## src/logic/sar_ctl_pkg.sv

```systemverilog
// shared constants and carrier types for the converter control block
package sar_ctl_pkg;

  // clock rate in kHz and the derived period
  localparam int unsigned CLK_KHZ          = 25000;
  localparam int unsigned CLK_PERIOD_NS    = 1000000 / CLK_KHZ;

  // result width and coding
  localparam int unsigned RESULT_W         = 16;
  localparam logic [15:0] RESULT_RST       = 16'h0000;
  localparam logic [15:0] RESULT_POS_FULL  = 16'h7FFF;
  localparam logic [15:0] RESULT_NEG_FULL  = 16'h8000;

  // conversion time, typical, in ns; count of cycles rounds down
  localparam int unsigned CONV_TIME_NS     = 3300;
  localparam int unsigned CONV_CYCLES      = CONV_TIME_NS / CLK_PERIOD_NS;
  // data valid ahead of done, least 25 ns: rounds up to whole cycles
  localparam int unsigned DATA_TO_DONE_MARGIN_NS = 25;
  localparam int unsigned MARGIN_CYCLES    =
    (DATA_TO_DONE_MARGIN_NS + CLK_PERIOD_NS - 1) / CLK_PERIOD_NS;
  // window after done within which both selects low restart, 250 ns
  localparam int unsigned RESTART_WIN_NS   = 250;
  localparam int unsigned RESTART_CYCLES   = RESTART_WIN_NS / CLK_PERIOD_NS;
  // counter width for the timers
  localparam int unsigned CNT_W            = 8;

  // synchronised control pins
  typedef struct packed {
    logic cs_n;
    logic rd_conv;
  } ctl_pins_type;

  // tri-state result bus toward the pins
  typedef struct packed {
    logic [15:0] data;
    logic [15:0] oe;
  } result_bus_type;

  // conversion sequencer states, one-hot
  typedef enum logic [3:0] {
    ST_IDLE    = 4'h1,
    ST_CONVERT = 4'h2,
    ST_PRESENT = 4'h4,
    ST_WINDOW  = 4'h8
  } conv_state_type;

endpackage

```

## src/logic/pin_sync.sv

```systemverilog
// two-flop synchroniser with edge outputs for the control pins
module pin_sync #(
  parameter int unsigned WIDTH = 2
) (
  // clock and reset
  input  wire logic             clock_i,
  input  wire logic             rst_n_i,
  // raw pins, resting levels that gate the fall outputs
  input  wire logic [WIDTH-1:0] pin_i,
  input  wire logic [WIDTH-1:0] rest_i,
  // synchronised level and falling edge
  output logic      [WIDTH-1:0] level_o,
  output logic      [WIDTH-1:0] fall_o
);

  logic [WIDTH-1:0] meta_r;   // first stage, read only by stage two
  logic [WIDTH-1:0] sync_r;   // second stage
  logic [WIDTH-1:0] prev_r;   // delayed copy for edge detect
  logic [WIDTH-1:0] meta_nxt;
  logic [WIDTH-1:0] sync_nxt;
  logic [WIDTH-1:0] prev_nxt;

  // next values: straight shift
  always_comb
  begin
    meta_nxt = pin_i;
    sync_nxt = meta_r;
    prev_nxt = sync_r;
  end

  // registers come out of reset high: both pins idle inactive high
  always_ff @(posedge clock_i or negedge rst_n_i)
  begin
    if (!rst_n_i)
    begin
      meta_r <= {WIDTH{1'b1}};
      sync_r <= {WIDTH{1'b1}};
      prev_r <= {WIDTH{1'b1}};
    end
    else
    begin
      meta_r <= meta_nxt;
      sync_r <= sync_nxt;
      prev_r <= prev_nxt;
    end
  end

  // falls are reported only for pins whose resting level is high
  assign level_o = sync_r;
  assign fall_o  = prev_r & ~sync_r & rest_i;

endmodule

```

## src/logic/sar_adc_parallel_control.sv

```systemverilog
// start-of-conversion, busy and tri-state result control of a 16-bit converter
// How it works
// - result bus released when deselected, converting
// - chip select fall with convert starts conversion
// - busy low from start until finish
// - result driven one margin before busy rises
// - selects still low after window restart
// - convert fall under chip select starts too
// - bus driven when read selected, idle
// - early deselect keeps bus off, read later
// - last result retained for later reads
// - completion returns sampler to acquire
// - result in two's complement coding
module sar_adc_parallel_control #(
  parameter int unsigned CONV_CYCLES    = sar_ctl_pkg::CONV_CYCLES,
  parameter int unsigned MARGIN_CYCLES  = sar_ctl_pkg::MARGIN_CYCLES,
  parameter int unsigned RESTART_CYCLES = sar_ctl_pkg::RESTART_CYCLES
) (
  // clock and reset
  input  wire logic        clock_i,
  input  wire logic        rst_n_i,
  // control pins from the controller
  input  wire logic        cs_n_i,
  input  wire logic        rd_conv_i,
  // sample word from the quantiser, two's complement
  input  wire logic [15:0] sample_i,
  // status toward the controller
  output logic             busy_n_o,
  // sample-and-hold steering, high while sampling
  output logic             track_o,
  // result bus pins, split into level and enable
  output logic [15:0]      result_o,
  output logic [15:0]      result_oe_o
);

  sar_ctl_pkg::ctl_pins_type   pins_lvl;   // synchronised pin levels
  sar_ctl_pkg::ctl_pins_type   pins_fall;  // synchronised falling edges
  sar_ctl_pkg::result_bus_type bus;        // bus being built

  sar_ctl_pkg::conv_state_type state_r;    // sequencer state
  sar_ctl_pkg::conv_state_type state_nxt;
  logic [sar_ctl_pkg::CNT_W-1:0] cnt_r;    // conversion and window timer
  logic [sar_ctl_pkg::CNT_W-1:0] cnt_nxt;
  logic [15:0]                   result_r; // retained result word
  logic [15:0]                   result_nxt;
  logic [15:0]                   dout_r;   // registered bus level
  logic [15:0]                   dout_nxt;
  logic                          oe_r;     // registered bus enable
  logic                          oe_nxt;
  logic                          busy_n_r; // registered busy
  logic                          busy_n_nxt;
  logic                          track_r;  // registered sampler steer
  logic                          track_nxt;
  logic                          start;    // conversion trigger
  logic                          read_sel; // read selected on the pins

  // both pins pass two flops before anything reads them
  pin_sync #(
    .WIDTH (2)
  ) u_pin_sync (
    .clock_i (clock_i),
    .rst_n_i (rst_n_i),
    .pin_i   ({cs_n_i, rd_conv_i}),
    .rest_i  (2'h3),
    .level_o (pins_lvl),
    .fall_o  (pins_fall)
  );

  // start decode: either pin falling while the other is low
  always_comb
  begin
    start = 1'b0;
    // chip select falls with convert selected
    if (pins_fall.cs_n && !pins_lvl.rd_conv)
    begin
      start = 1'b1;
    end
    // convert falls with chip select already low; noisy but legal
    else if (pins_fall.rd_conv && !pins_lvl.cs_n)
    begin
      start = 1'b1;
    end
    read_sel = !pins_lvl.cs_n && pins_lvl.rd_conv;
  end

  // sequencer next state; an edge inside a conversion is dropped
  always_comb
  begin
    state_nxt  = state_r;
    cnt_nxt    = cnt_r;
    result_nxt = result_r;
    busy_n_nxt = busy_n_r;
    track_nxt  = track_r;
    case (state_r)
      // acquiring, waiting for a start
      sar_ctl_pkg::ST_IDLE:
      begin
        if (start)
        begin
          state_nxt  = sar_ctl_pkg::ST_CONVERT;
          cnt_nxt    = sar_ctl_pkg::CNT_W'(CONV_CYCLES - MARGIN_CYCLES - 1);
          busy_n_nxt = 1'b0;
          track_nxt  = 1'b0; // hold the sample
        end
      end
      // bit trials run; bus stays released, edges ignored
      sar_ctl_pkg::ST_CONVERT:
      begin
        if (cnt_r == '0)
        begin
          state_nxt  = sar_ctl_pkg::ST_PRESENT;
          cnt_nxt    = sar_ctl_pkg::CNT_W'(MARGIN_CYCLES - 1);
          result_nxt = sample_i;
        end
        else
        begin
          cnt_nxt = cnt_r - 1'b1;
        end
      end
      // result stands on the bus ahead of busy rising
      sar_ctl_pkg::ST_PRESENT:
      begin
        if (cnt_r == '0)
        begin
          state_nxt  = sar_ctl_pkg::ST_WINDOW;
          cnt_nxt    = sar_ctl_pkg::CNT_W'(RESTART_CYCLES - 1);
          busy_n_nxt = 1'b1;
          track_nxt  = 1'b1;
        end
        else
        begin
          cnt_nxt = cnt_r - 1'b1;
        end
      end
      // grace window after busy rises
      sar_ctl_pkg::ST_WINDOW:
      begin
        if (start)
        begin
          state_nxt  = sar_ctl_pkg::ST_CONVERT;
          cnt_nxt    = sar_ctl_pkg::CNT_W'(CONV_CYCLES - MARGIN_CYCLES - 1);
          busy_n_nxt = 1'b0;
          track_nxt  = 1'b0;
        end
        else if (cnt_r == '0)
        begin
          // both selects still low: restart without a new select edge
          if (!pins_lvl.cs_n && !pins_lvl.rd_conv)
          begin
            state_nxt  = sar_ctl_pkg::ST_CONVERT;
            cnt_nxt    = sar_ctl_pkg::CNT_W'(CONV_CYCLES - MARGIN_CYCLES - 1);
            busy_n_nxt = 1'b0;
            track_nxt  = 1'b0;
          end
          else
          begin
            state_nxt = sar_ctl_pkg::ST_IDLE;
          end
        end
        else
        begin
          cnt_nxt = cnt_r - 1'b1;
        end
      end
      default:
      begin
        state_nxt = sar_ctl_pkg::ST_IDLE;
      end
    endcase
  end

  // bus next values: drive only when read selected and not converting
  always_comb
  begin
    oe_nxt   = 1'b0;
    dout_nxt = dout_r;
    // last trial edge: open the bus with the new word, a full cycle
    // ahead of busy rising, so the lead never collapses to zero
    if (state_r == sar_ctl_pkg::ST_CONVERT && cnt_r == '0)
    begin
      oe_nxt   = read_sel;
      dout_nxt = sample_i;
    end
    // present stage keeps the freshly loaded word ahead of busy
    else if (state_r == sar_ctl_pkg::ST_PRESENT)
    begin
      oe_nxt   = read_sel;
      dout_nxt = result_r;
    end
    // outside a conversion the retained word can be read any time
    else if (state_r != sar_ctl_pkg::ST_CONVERT && !start)
    begin
      oe_nxt   = read_sel;
      dout_nxt = result_r;
    end
    // a deselect mid-conversion simply leaves read_sel low here
    // so the bus stays off at completion and opens on a later read
  end

  // sequencer and bus registers
  always_ff @(posedge clock_i or negedge rst_n_i)
  begin
    if (!rst_n_i)
    begin
      state_r  <= sar_ctl_pkg::ST_IDLE;
      cnt_r    <= '0;
      result_r <= sar_ctl_pkg::RESULT_RST;
      dout_r   <= sar_ctl_pkg::RESULT_RST;
      oe_r     <= 1'b0;
      busy_n_r <= 1'b1;
      track_r  <= 1'b1;
    end
    else
    begin
      state_r  <= state_nxt;
      cnt_r    <= cnt_nxt;
      result_r <= result_nxt;
      dout_r   <= dout_nxt;
      oe_r     <= oe_nxt;
      busy_n_r <= busy_n_nxt;
      track_r  <= track_nxt;
    end
  end

  // bus is one enable fanned to all sixteen bits; word passed as-is
  always_comb
  begin
    bus.data = dout_r;
    bus.oe   = {16{oe_r}};
  end

  assign result_o    = bus.data;
  assign result_oe_o = bus.oe;
  assign busy_n_o    = busy_n_r;
  assign track_o     = track_r;

endmodule

```

## config.mk

```make
export PLATFORM = sky130hd
export DESIGN_NAME = sar_adc_parallel_control
export DESIGN_NICKNAME = d
export VERILOG_FILES = /design/src/logic/sar_ctl_pkg.sv /design/src/logic/pin_sync.sv /design/src/logic/sar_adc_parallel_control.sv
export SDC_FILE = /design/constraint.sdc
export NUM_CORES = 1
export LEC_CHECK = 0
export CAP_MARGIN = 20
export CORE_MARGIN = 2
export CORE_UTILIZATION = 50
export CTS_CLUSTER_SIZE = 14
export DETAILED_ROUTE_END_ITERATION = 6
export DONT_BUFFER_PORTS = 1
export PLACE_DENSITY = 0.68
export SYNTH_ARGS = -nofsm -noshare
export SYNTH_HDL_FRONTEND = slang
export SYNTH_HIERARCHICAL = 1
export SYNTH_SLANG_ARGS = --single-unit
export TNS_END_PERCENT = 100
```

## constraint.sdc

```tcl
create_clock -name clock_i -period 2.15 [get_ports clock_i]
set_clock_uncertainty 0.1 [all_clocks]
set_input_delay 0.215 -clock clock_i [delete_from_list [all_inputs] [get_ports clock_i]]
set_output_delay 0.215 -clock clock_i [all_outputs]
set_load 0.005 [all_outputs]
```

# Word level (Yosys, flattened, before mapping)
# Index checks and enable logic that the tools add are counted.
# word_totals
ff_bits	52
in_bits	20
output_inout_bits	34
wordCells	68
# classes
n_addsub	1
eq_ne	11
mux	28
bitwise	2
n_reduce_logical	17
# ops
op	count
16-bit two-way mux	3
8-bit two-way mux	6
8-bit case mux with 4 select lines	1
4-bit two-way mux	5
4-bit case mux with 4 select lines	1
1-bit two-way mux	10
8-bit logical NOT	1
8-bit by 1-bit subtractor with 8-bit output, second input constant	1
1-bit logical AND	6
2-bit != test, second input constant	3
3-bit != test, second input constant	2
3-bit nonzero test	2
5-bit AND reduction	1
4-bit by 1-bit == test with 1-bit output, second input constant	1
4-bit by 2-bit == test with 1-bit output, second input constant	1
4-bit by 3-bit == test with 1-bit output, second input constant	1
4-bit == test, second input constant	1
4-bit by 2-bit != test with 1-bit output, second input constant	1
4-bit != test, second input constant	1
4-bit AND reduction	1
4-bit nonzero test	1
1-bit logical NOT	3
1-bit case mux with 3 select lines	1
3-bit AND reduction	1
4 further kinds	4

# Depth between registers and ports, before layout
# Gate-level depths: netlist (run 1).
# logic_depth
ltp_word	10
ltp_mapped	8
depth_no_buf	7

# Hierarchy
# The synthesis (run 1) kept the hierarchy.
# by_module_without_submodules
module	n_inst	cells_per_inst	area_each_um2	seq_area_each_um2
sar_adc_parallel_control	1	190	2277.2	1153.6
pin_sync	1	8	175.2	157.7

# Worst setup path before layout (run 1)
# OpenSTA, ideal clock, no wires.
# synth_timing
kind	flip-flop to flip-flop
start	register state_r[0]
end	register cnt_r[3] (netlist bit)
setup_ps	78
arrival_ps	2015
required_time_ps	1972
setup_slack_ps	-43
stages_incl_launch_ff	7
n_path_buf	1
period_less_slack_ps	2193
cell_sequence	dfstp_2 -> clkbuf_4 -> or4b_4 -> a21oi_2 -> nor4_2 -> or4_1 -> a21oi_1
# synth_between
elab_chain_len	3
# synth_lines
item	line	rtl
start: declaration	sar_adc_parallel_control.sv:40	sar_ctl_pkg::conv_state_type state_r;
start signal: assignment	sar_adc_parallel_control.sv:205	state_r <= sar_ctl_pkg::ST_IDLE;
start signal: assignment	sar_adc_parallel_control.sv:215	state_r <= state_nxt;
4-bit == test (tied with other cells)	sar_adc_parallel_control.sv:94	case (state_r)
4-bit != test (no line) (tied with other cells)	n/a	
3-bit AND reduction (no line)	n/a	
end signal: assignment	sar_adc_parallel_control.sv:216	cnt_r <= cnt_nxt;
end: declaration	sar_adc_parallel_control.sv:42	logic [sar_ctl_pkg::CNT_W-1:0] cnt_r;
# Several ways; a longest one is shown, not always the timed one.
# A chain may end at the register's enable or synchronous reset.

# Worst setup path in the final report (run 1)
# layout_timing
start	register state_r[2]
end	register cnt_r[7] (netlist bit)
# The elaborated chain is that of the path after synthesis.

==> results of run 1 <==
-- cells by family after synthesis --
logic type      Yosys count
xor+xnor                  3
compound gates           29
other cells               1
buf+inv                  29
fa+ha+maj                 2
mux                      32
flops                    52
simple gates             50
-- sequential cells by signal, indices dropped and copies added (netlist names) --
| name | flops |
|---|---|
| result_o | 16 |
| result_r | 16 |
| cnt_r | 8 |
| state_r | 4 |
| u_pin_sync/level_o | 2 |
| u_pin_sync/meta_r | 2 |
| u_pin_sync/prev_r | 2 |
| oe_r | 1 |
| track_o | 1 |
-- metrics by stage --
step / instance area (µm²) / utilization, %
4_1_cts: 2830 / 59.8
2_1_floorplan: 2460 / -
6_report: 3040 / 64.3
5_1_grt: 3040 / 64.3
3_3_place_gp: 2510 / 53.1
3_5_place_dp: 2510 / 53.1
-- synthesized netlist by cell type, types with 3 or more instances --
| master | number |
|---|---|
| a21oi_1 | 7 |
| buf_2 | 4 |
| buf_4 | 17 |
| dfrtp_1 | 44 |
| dfstp_2 | 8 |
| inv_1 | 4 |
| mux2_1 | 13 |
| mux2_2 | 19 |
| nand2_1 | 8 |
| nand2b_1 | 3 |
| nand3_1 | 3 |
| nor2_1 | 12 |
| o21ai_0 | 5 |
| o31ai_1 | 4 |
| or4_1 | 3 |
-- power groups by stage --
stage	clock, µW	combinational [µW]	sequential (µW)
3_3_place_gp	0	254	1180
6_report	547	451	1160
2_1_floorplan	0	249	1160
5_1_grt	608	502	1180
4_1_cts	570	330	1160
3_5_place_dp	0	275	1180
-- worst register-to-register path: stages (launching register included) --
cell     delay [ns]
dfrtp_2        0.45
or4b_4         0.57
a21oi_4        0.16
nor4_2         0.09
or4_4          0.54
a21oi_2        0.16
-- what timing repair did --
item,4_1_cts,5_1_grt
pin swaps,0,4
gates resized for setup,3,19
hold endpoints to repair,70,0
gates cloned,0,2
setup buffers,1,12
endpoints found under the setup margin,4,21
hold buffers,20,0
-- metal layers --
layer / vias up / share of wire [%] / GRT usage [%]
met2: 38 / 52 / 32.1
met1: 831 / 41 / 23.1
met5: - / 0 / 0
met4: 0 / 1.8 / 7.07
li1: 749 / - / -
met3: 6 / 5.2 / 4.61
-- how the worst max path moves through the flow --
stage	cells past startpoint	slack (ns)	endpoint	from
after CTS	5	0.003	cnt_r[7]	state_r[2]
after global routing	5	-0.03	cnt_r[3]	state_r[2]
after detailed placement	5	-0.03	cnt_r[7]	state_r[0]
after floorplan	6	-0.01	cnt_r[3]	state_r[0]
final	5	0.01	cnt_r[7]	state_r[2]
after global placement	5	0.06	cnt_r[7]	state_r[0]
-- area by class of cell --
cell class | count | area share, %
multi-input cells | 118 | 33.2
clock buffers | 6 | 2.72
flip-flops and latches | 52 | 43.3
clock inverters | 1 | 0.288
repair buffers | 53 | 17.2
inverters | 4 | 0.494
well taps | 67 | 2.76
==> metrics, run 1 <==
max-cap violations=0; initial antenna violation count=0; Netlist cell types=49; Max Root-Sink Buffers=2; Hold Fails Final Rpt=0; global-route usage over all layers=between 10% and 20%; IO Port Bufs=0; min Tclk post-route=~2.1 ns; slowest CP cell=or4b_4; die height=~74 µm; Leak Pwr=0.00130 µW; grt total ovfl=0; hold_sp=u_pin_sync/meta_r[1]; Net Switching=between 500 and 600 µW; Final Total Pwr=2160 µW; final wirelength=about 5.0 mm; Fill cells=348; number of global-route vias before repair=between 1500 and 2000; Synth Area in Compound Gates=~7.9%; RSZ-0062 raised after global routing=yes; YS warnings=6; P_int=~1600 µW; cell area power density=~710 nW/µm²; adder-cell share of the synthesized area=under 10%; Cells after Synth=198; Worst EP arrival=~2.3 ns; number of DRC violations after detailed-routing iteration 0=104; Setup-failing EPs final=0; Achievable Freq=around 470 MHz; most common cell after layout, fill and taps aside=dfrtp_1; worst path cell trace=or4b_4, a21oi_4, nor4_2, or4_4, a21oi_2; root buffer cell=clkbuf_8; internal reg-to-reg setup slack=about 0.014 ns; Fin Setup TNS=0 ns; Tightest Hold Check Type=register to register; Skew-Pair Late Insertion Delay=about 0.29 ns; Avg WL per Cell=between 15 and 20 µm; CTS buffer count=5; CTS sink cnt=52; top cells by area, synth=dfrtp_1, mux2_2, dfstp_2; # IOs=54; part of the power in registers=between 50 and 60%; pins over their slew limit=0; post-synthesis mux area share=14.7%; Post-Syn Area=between 2000 and 2500 µm²; sw frac=around a quarter; placed cell count=259; xor/xnor cell area share of the yosys netlist=roughly 1.1%; worst vdd ir=about 610 µV; EDFF count, synth=0; CTS tree=built; number of non-filler instances in the completed layout=between 300 and 400; Largest delay share family, worst path=simple AND/OR/NAND/NOR gates; WHS Endpoint=u_pin_sync/level_o[1]; R2R depth=5; crit-path max FO=5; layout overhead on the synthesized area=23.9%; setup slack at placement=-0.0289 ns; Worst Hold Slack=about 0.26 ns; CP peak stage delay=0.57 ns; data required time at the worst endpoint=between 2 and 2.5 ns; Die ar.=between 5000 and 6000 µm²; Routed Antenna Nets=0; die width=74.0 µm; Post-Syn Area per Cell=~12 µm²; area occupied by multi-input gates=roughly 1000 µm²; most frequent cells in the layout=dfrtp_1, buf_4, mux2_2, dlygate4sd3_1, mux2_1; CP bufs+invs=0; CP startpoint kind=register; first-pass GRT wire length=approximately 7.9 mm; r2r startpoint=state_r[2]; top_reg_cell synth=dfrtp_1; Pre-antenna DRT Iters=4; Final Net Count=256; worst r2r dst=cnt_r[7]; core area=between 4000 and 5000 µm²; worst hold path depth=0; Yosys top cell by area=dfrtp_1; fin worst setup slack=0.0139 ns; WS Path Type=register to register; post-synthesis simple-gate area fraction=between 10% and 20%; clock-pin slew on the worst setup and hold paths=around 0.090 ns; sequential element share of the synthesized area=53.5%; dpl hpwl=between 3 and 4 mm; status=complete, no violations; # diodes=0; largest family of logic cells by synthesized area=multiplexers; asr flop ratio synth=100%; GPL Wtd Cong=roughly 0.9; floorplan row count=25; #FFs+latches synth=52; share of layout cells above drive strength 1=between 40 and 50%; crit share post-route=slightly below 100%; CTS H-tree lvls=2; drt drc=0; FF+latch area=1320 µm²; Vias/cell=between 5 and 6; post-synth top area share=44.9%; Logic pwr share=a little over a fifth; CP Capture Type=register; pin count of the biggest net entering global routing=53; total number of vias=1624; Worst slew margin=between 50% and 60%; Worst-Margin Slew=around 0.7 ns; Clock power frac=25.3%; initial core utilization=between 50 and 60%
Power figures use the tool's default switching activity.
==> run 2, diff against run 1 <==
CORE_MARGIN = 10   (was 2)
CTS_BUF_LIST = sky130_fd_sc_hd__clkbuf_2   (was not set)
==> run 2 against run 1 <==
- sequential power about the same
- cell area is 4.5% lower
- clock power down 7.1%
- count of clock-buffer cells in the layout shrank 1
- sequential share of layout area grew 2.1 points
- routed wire length increased by 1.8%
- largest cell class unchanged
- final cell count fell by 3.7%
==> metrics, run 2 (synthesis results as in run 1) <==
status=complete, no violations; grt total ovfl=0; # IOs=54; die height=90.0 µm; clock-pin slew on the worst setup and hold paths=around 0.26 ns; Worst-Margin Slew=between 0.7 and 0.8 ns; post-route cell area=slightly below 3000 µm²; dpl hpwl=~3.5 mm; IO Port Bufs=0; Final Net Count=roughly 240; Clock power frac=24.7%; Fin Setup TNS=0 ns; crit-path max FO=9; cell area power density=710 nW/µm²; Achievable Freq=469 MHz; WS Path Type=register to register; initial core utilization=between 50% and 60%; max-cap violations=0; Hold Fails Final Rpt=0; # diodes=0; Worst slew margin=around 52%; CP startpoint kind=register; pins over their slew limit=0; GPL Wtd Cong=between 0.8 and 0.9; crit share post-route=between 90 and 100%; core area=4720 µm²; final wirelength=roughly 5 mm; area occupied by multi-input gates=~1000 µm²; initial antenna violation count=0; Leak Pwr=between 0.001 and 0.0015 µW; internal reg-to-reg setup slack=roughly 0.017 ns; total number of vias=1594; r2r startpoint=state_r[2]; Vias/cell=around 5.5; global-route usage over all layers=between 10% and 20%; data required time at the worst endpoint=roughly 2.4 ns; Worst EP arrival=2.36 ns; sw frac=about 28%; Tightest Hold Check Type=input port to asynchronous set/reset pin; CTS buffer count=5; post-place instance area=approximately 2500 µm²; Fill cells=between 300 and 400; number of DRC violations after detailed-routing iteration 0=88; CTS tree=built; worst vdd ir=541 µV; Skew-Pair Late Insertion Delay=0.43 ns; most frequent cells in the layout=dfrtp_1, mux2_2, dlygate4sd3_1; root buffer cell=clkbuf_2; floorplan row count=25; Routed Antenna Nets=0; final core occ=61.4%; die width=90.0 µm; CP Capture Type=register; number of global-route vias before repair=about 1700; Pre-antenna DRT Iters=4; Net Switching=about 580 µW; most common cell after layout, fill and taps aside=dfrtp_1; layout overhead on the synthesized area=18.3%; Setup-failing EPs final=0; Max Root-Sink Buffers=2; P_int=roughly 1500 µW; first-pass GRT wire length=about 8.2 mm; worst r2r dst=result_o[2]; pin count of the biggest net entering global routing=53; Logic pwr share=17.9%; min Tclk post-route=2.13 ns; placed cell count=~260; CTS H-tree lvls=2; FF+latch area=roughly 1300 µm²; part of the power in registers=between 50 and 60%; CTS sink cnt=52; Avg WL per Cell=about 18 µm; share of layout cells above drive strength 1=around a third; Die ar.=8110 µm²; number of non-filler instances in the completed layout=between 200 and 300; R2R depth=6; drt drc=0
==> run 2: cell type report <==
| type | instances | area share [%] |
|---|---|---|
| clock buffers | 5 | 0.862 |
| clock inverters | 3 | 1.60 |
| inverters | 4 | 0.517 |
| multi-input cells | 118 | 34.5 |
| flip-flops and latches | 52 | 45.4 |
| well taps | 67 | 2.89 |
| repair buffers | 41 | 14.2 |
==> run 2: worst max path at each step <==
stage / start / to / slack [ns] / cells past startpoint
2_1_floorplan: state_r[0] / cnt_r[3] / -0.01 / 6
3_3_place_gp: state_r[2] / cnt_r[7] / 0.06 / 5
3_5_place_dp: state_r[2] / cnt_r[7] / -0.03 / 5
4_1_cts: state_r[3] / cnt_r[7] / 0.007 / 5
5_1_grt: state_r[3] / cnt_r[5] / -0.02 / 5
6_report: state_r[2] / result_o[2] / 0.02 / 6
==> run 2: repair_timing <==
item	CTS	global route
setup endpoints to repair	3	19
pin swaps	0	4
gates cloned	0	1
setup buffers	2	3
hold endpoints to repair	86	0
gates resized for setup	2	16
hold buffers	20	0
==> run 2: worst max-delay path, cell delays in order (launching register included) <==
cell	delay (ns)
dfrtp_2	0.50
buf_4	0.16
or2_2	0.30
a32oi_1	0.24
o21bai_4	0.21
buf_12	0.17
mux2_2	0.35
==> run 2: power by group through the flow <==
| stage | combinational (µW) | clock, µW | sequential, µW |
|---|---|---|---|
| after floorplan | 249 | 0 | 1160 |
| after global placement | 257 | 0 | 1180 |
| after detailed placement | 278 | 0 | 1190 |
| after CTS | 330 | 525 | 1170 |
| after global routing | 415 | 577 | 1200 |
| final | 369 | 508 | 1180 |
==> run 2: per-stage QoR <==
step	power (µW)	hold WS [ns]	worst slack [ns]
2_1_floorplan	1400	-0.181	-0.00954
3_3_place_gp	1440	-0.178	0.0611
3_5_place_dp	1460	-0.178	-0.0250
4_1_cts	2030	0.154	0.00729
5_1_grt	2190	0.128	-0.0177
6_report	2060	0.180	0.0170
==> run 2: layer usage <==
layer  vias to the layer above  part of all wire [%]  wire [µm]  track usage, %
li1                        729                     -          -               -
met1                       802                    40       2040            13.7
met2                        57                    52       2660            20.6
met3                         6                   6.4        327            4.66
met4                         0                   1.3         64            4.51
met5                         -                     0          0               0
==> run 3, diff against run 2 <==
SYNTH_HIERARCHICAL = not set   (was 1)
==> run 3 against run 2 <==
- cell area decreased by 4.3%
- largest cell class unchanged
- highest routed layer unchanged
- non-clock buffer count decreased by 9
- first-iteration DRC count decreased by 14%
- count of clock-buffer cells in the layout unchanged
- register-to-register slack improved by 0.09 ns
- critical path type unchanged
- combinational power increased by 120%
- synthesized cell count decreased by 5.1%
- critical path depth unchanged
- critical endpoint is now result_o[12]
==> metrics, run 3 <==
status=complete, no violations; Fin Setup TNS=0 ns; initial core utilization=just over 50%; EDFF count, synth=0; post-synthesis simple-gate area fraction=10.7%; largest family of logic cells by synthesized area=multiplexers; global-route usage over all layers=between 10 and 15%; final core occ=between 50% and 60%; Routed Antenna Nets=0; Vias/cell=5.39; Synth Area in Compound Gates=slightly below 9%; Pre-antenna DRT Iters=4; share of layout cells above drive strength 1=between 30% and 40%; pins over their slew limit=0; number of non-filler instances in the completed layout=274; Clock power frac=between 10% and 20%; Logic pwr share=between 20 and 30%; Final Net Count=between 200 and 250; grt total ovfl=0; part of the power in registers=52.6%; top cells by area, synth=dfrtp_1, mux2_4, dfstp_2; Net Count, Synth=210; die height=approximately 90 µm; YS warnings=0; data required time at the worst endpoint=~2.4 ns; die width=~90 µm; number of DRC violations after detailed-routing iteration 0=between 70 and 80; worst r2r dst=result_o[12]; Setup-failing EPs final=0; core area=about 4800 µm²; Net Switching=approximately 900 µW; RSZ-0062 raised after global routing=no; GPL Wtd Cong=~0.94; P_int=1880 µW; #FFs+latches synth=between 50 and 60; Worst EP arrival=roughly 2.3 ns; initial antenna violation count=0; placed cell count=243; internal reg-to-reg setup slack=between 0.1 and 0.15 ns; fin worst setup slack=roughly 0.11 ns; WS Path Type=register to register; Max Root-Sink Buffers=2; total number of vias=~1500; CP startpoint kind=register; Leak Pwr=about 0.0012 µW; Worst slew margin=a little over half; asr flop ratio synth=100%; Worst-Margin Slew=0.715 ns; max-cap violations=0; Skew-Pair Late Insertion Delay=about 0.43 ns; Post-Syn Area per Cell=roughly 13 µm²; xor/xnor cell area share of the yosys netlist=0.354%; IO Port Bufs=0; CTS tree=built; Netlist cell types=42; pin count of the biggest net entering global routing=53; r2r startpoint=u_pin_sync.level_o[0]; Final Total Pwr=2780 µW; area occupied by multi-input gates=just under 1000 µm²; crit-path max FO=10; most common cell after layout, fill and taps aside=dfrtp_1; count leader, synth=dfrtp_1; setup slack at placement=roughly 0.044 ns; post-synth top area share=44.6%; FF+latch area=1310 µm²; # IOs=54; Post-Syn Area=roughly 2500 µm²; Die ar.=roughly 8000 µm²; top_reg_cell synth=dfrtp_1; Hold Fails Final Rpt=0; crit share post-route=about 95%; root buffer cell=clkbuf_2; CTS H-tree lvls=2; dpl hpwl=between 3 and 4 mm; Fill cells=388; adder-cell share of the synthesized area=slightly above 1%; clock-pin slew on the worst setup and hold paths=roughly 0.25 ns; first-pass GRT wire length=between 8 and 9 mm; min Tclk post-route=between 2 and 2.5 ns; floorplan row count=25; sequential element share of the synthesized area=a little over half; # diodes=0; most frequent cells in the layout=dfrtp_1, mux2_4, dlygate4sd3_1; number of global-route vias before repair=1623; cell area power density=around 1000 nW/µm²; post-synthesis mux area share=about 18%; worst vdd ir=~640 µV; Post-synth top cells=dfrtp_1, mux2_4, buf_4, nand2_1, mux2_2; sw frac=32.3%; Achievable Freq=~490 MHz; Tightest Hold Check Type=input port to asynchronous set/reset pin; Cells after Synth=~190; R2R depth=6; Avg WL per Cell=~18 µm; drt drc=0; CTS sink cnt=52; final wirelength=~5 mm; layout overhead on the synthesized area=12.4%; CTS buffer count=5; Yosys top cell by area=dfrtp_1; CP Capture Type=register
-- run 3: worst max-delay path by stage --
stage                           from      endpoint  cells after the start
6_report       u_pin_sync.level_o[0]  result_o[12]                      6
5_1_grt                     cnt_r[0]   result_o[4]                      7
4_1_cts                     cnt_r[0]   result_o[4]                      8
3_5_place_dp                cnt_r[0]   result_o[4]                      8
3_3_place_gp                cnt_r[0]   result_o[3]                      8
2_1_floorplan               cnt_r[0]  result_o[10]                      9
-- run 3: what timing repair did --
action,CTS,global route
resized for setup,1,3
gates cloned,0,0
endpoints found under the setup margin,6,17
hold buffers,20,0
pin swaps,0,2
hold endpoints to repair,86,0
setup buffers,0,3
-- run 3: area by class of cell --
cell class | count | share of cell area, %
repair buffers | 32 | 11.7
clock inverters | 3 | 1.53
well taps | 67 | 3.02
inverters | 5 | 0.676
multi-input cells | 110 | 35.0
flip-flops and latches | 52 | 47.2
clock buffers | 5 | 0.901
-- run 3: stage by stage --
step / area (µm²) / hold WS [ns]
floorplan: 2470 / -0.181
global placement: 2450 / -0.178
detailed placement: 2450 / -0.178
CTS: 2740 / 0.130
global route: 2780 / 0.107
finish: 2780 / 0.144
-- run 3: worst max-delay path: stages (launching register included) --
cell and delay, ns:
dfstp_2 0.44, nor2_1 0.27, o21ai_0 0.33, mux2i_1 0.26, nand2_2 0.11, buf_12 0.17
mux2_4 0.30
-- run 3: cells by family after synthesis --
family	after synthesis
xor gates and xnor gates	1
buffers and inverters	26
DFF	52
adders and majority gates	2
AOI/OAI and AO/OA	33
and+or+nand+nor	41
muxes	33
-- run 3: power groups by stage --
stage / combinational [µW] / clock [µW] / sequential, µW
floorplan: 635 / 0 / 1390
global placement: 674 / 0 / 1470
detailed placement: 721 / 0 / 1480
CTS: 782 / 518 / 1470
global route: 901 / 562 / 1500
finish: 819 / 501 / 1460
-- run 3: metal layers --
metal / track usage, % / routed length, µm
met5: 0 / 0
met4: 4.38 / 61
met3: 4.57 / 317
met2: 20.6 / 2460
met1: 14.1 / 2020
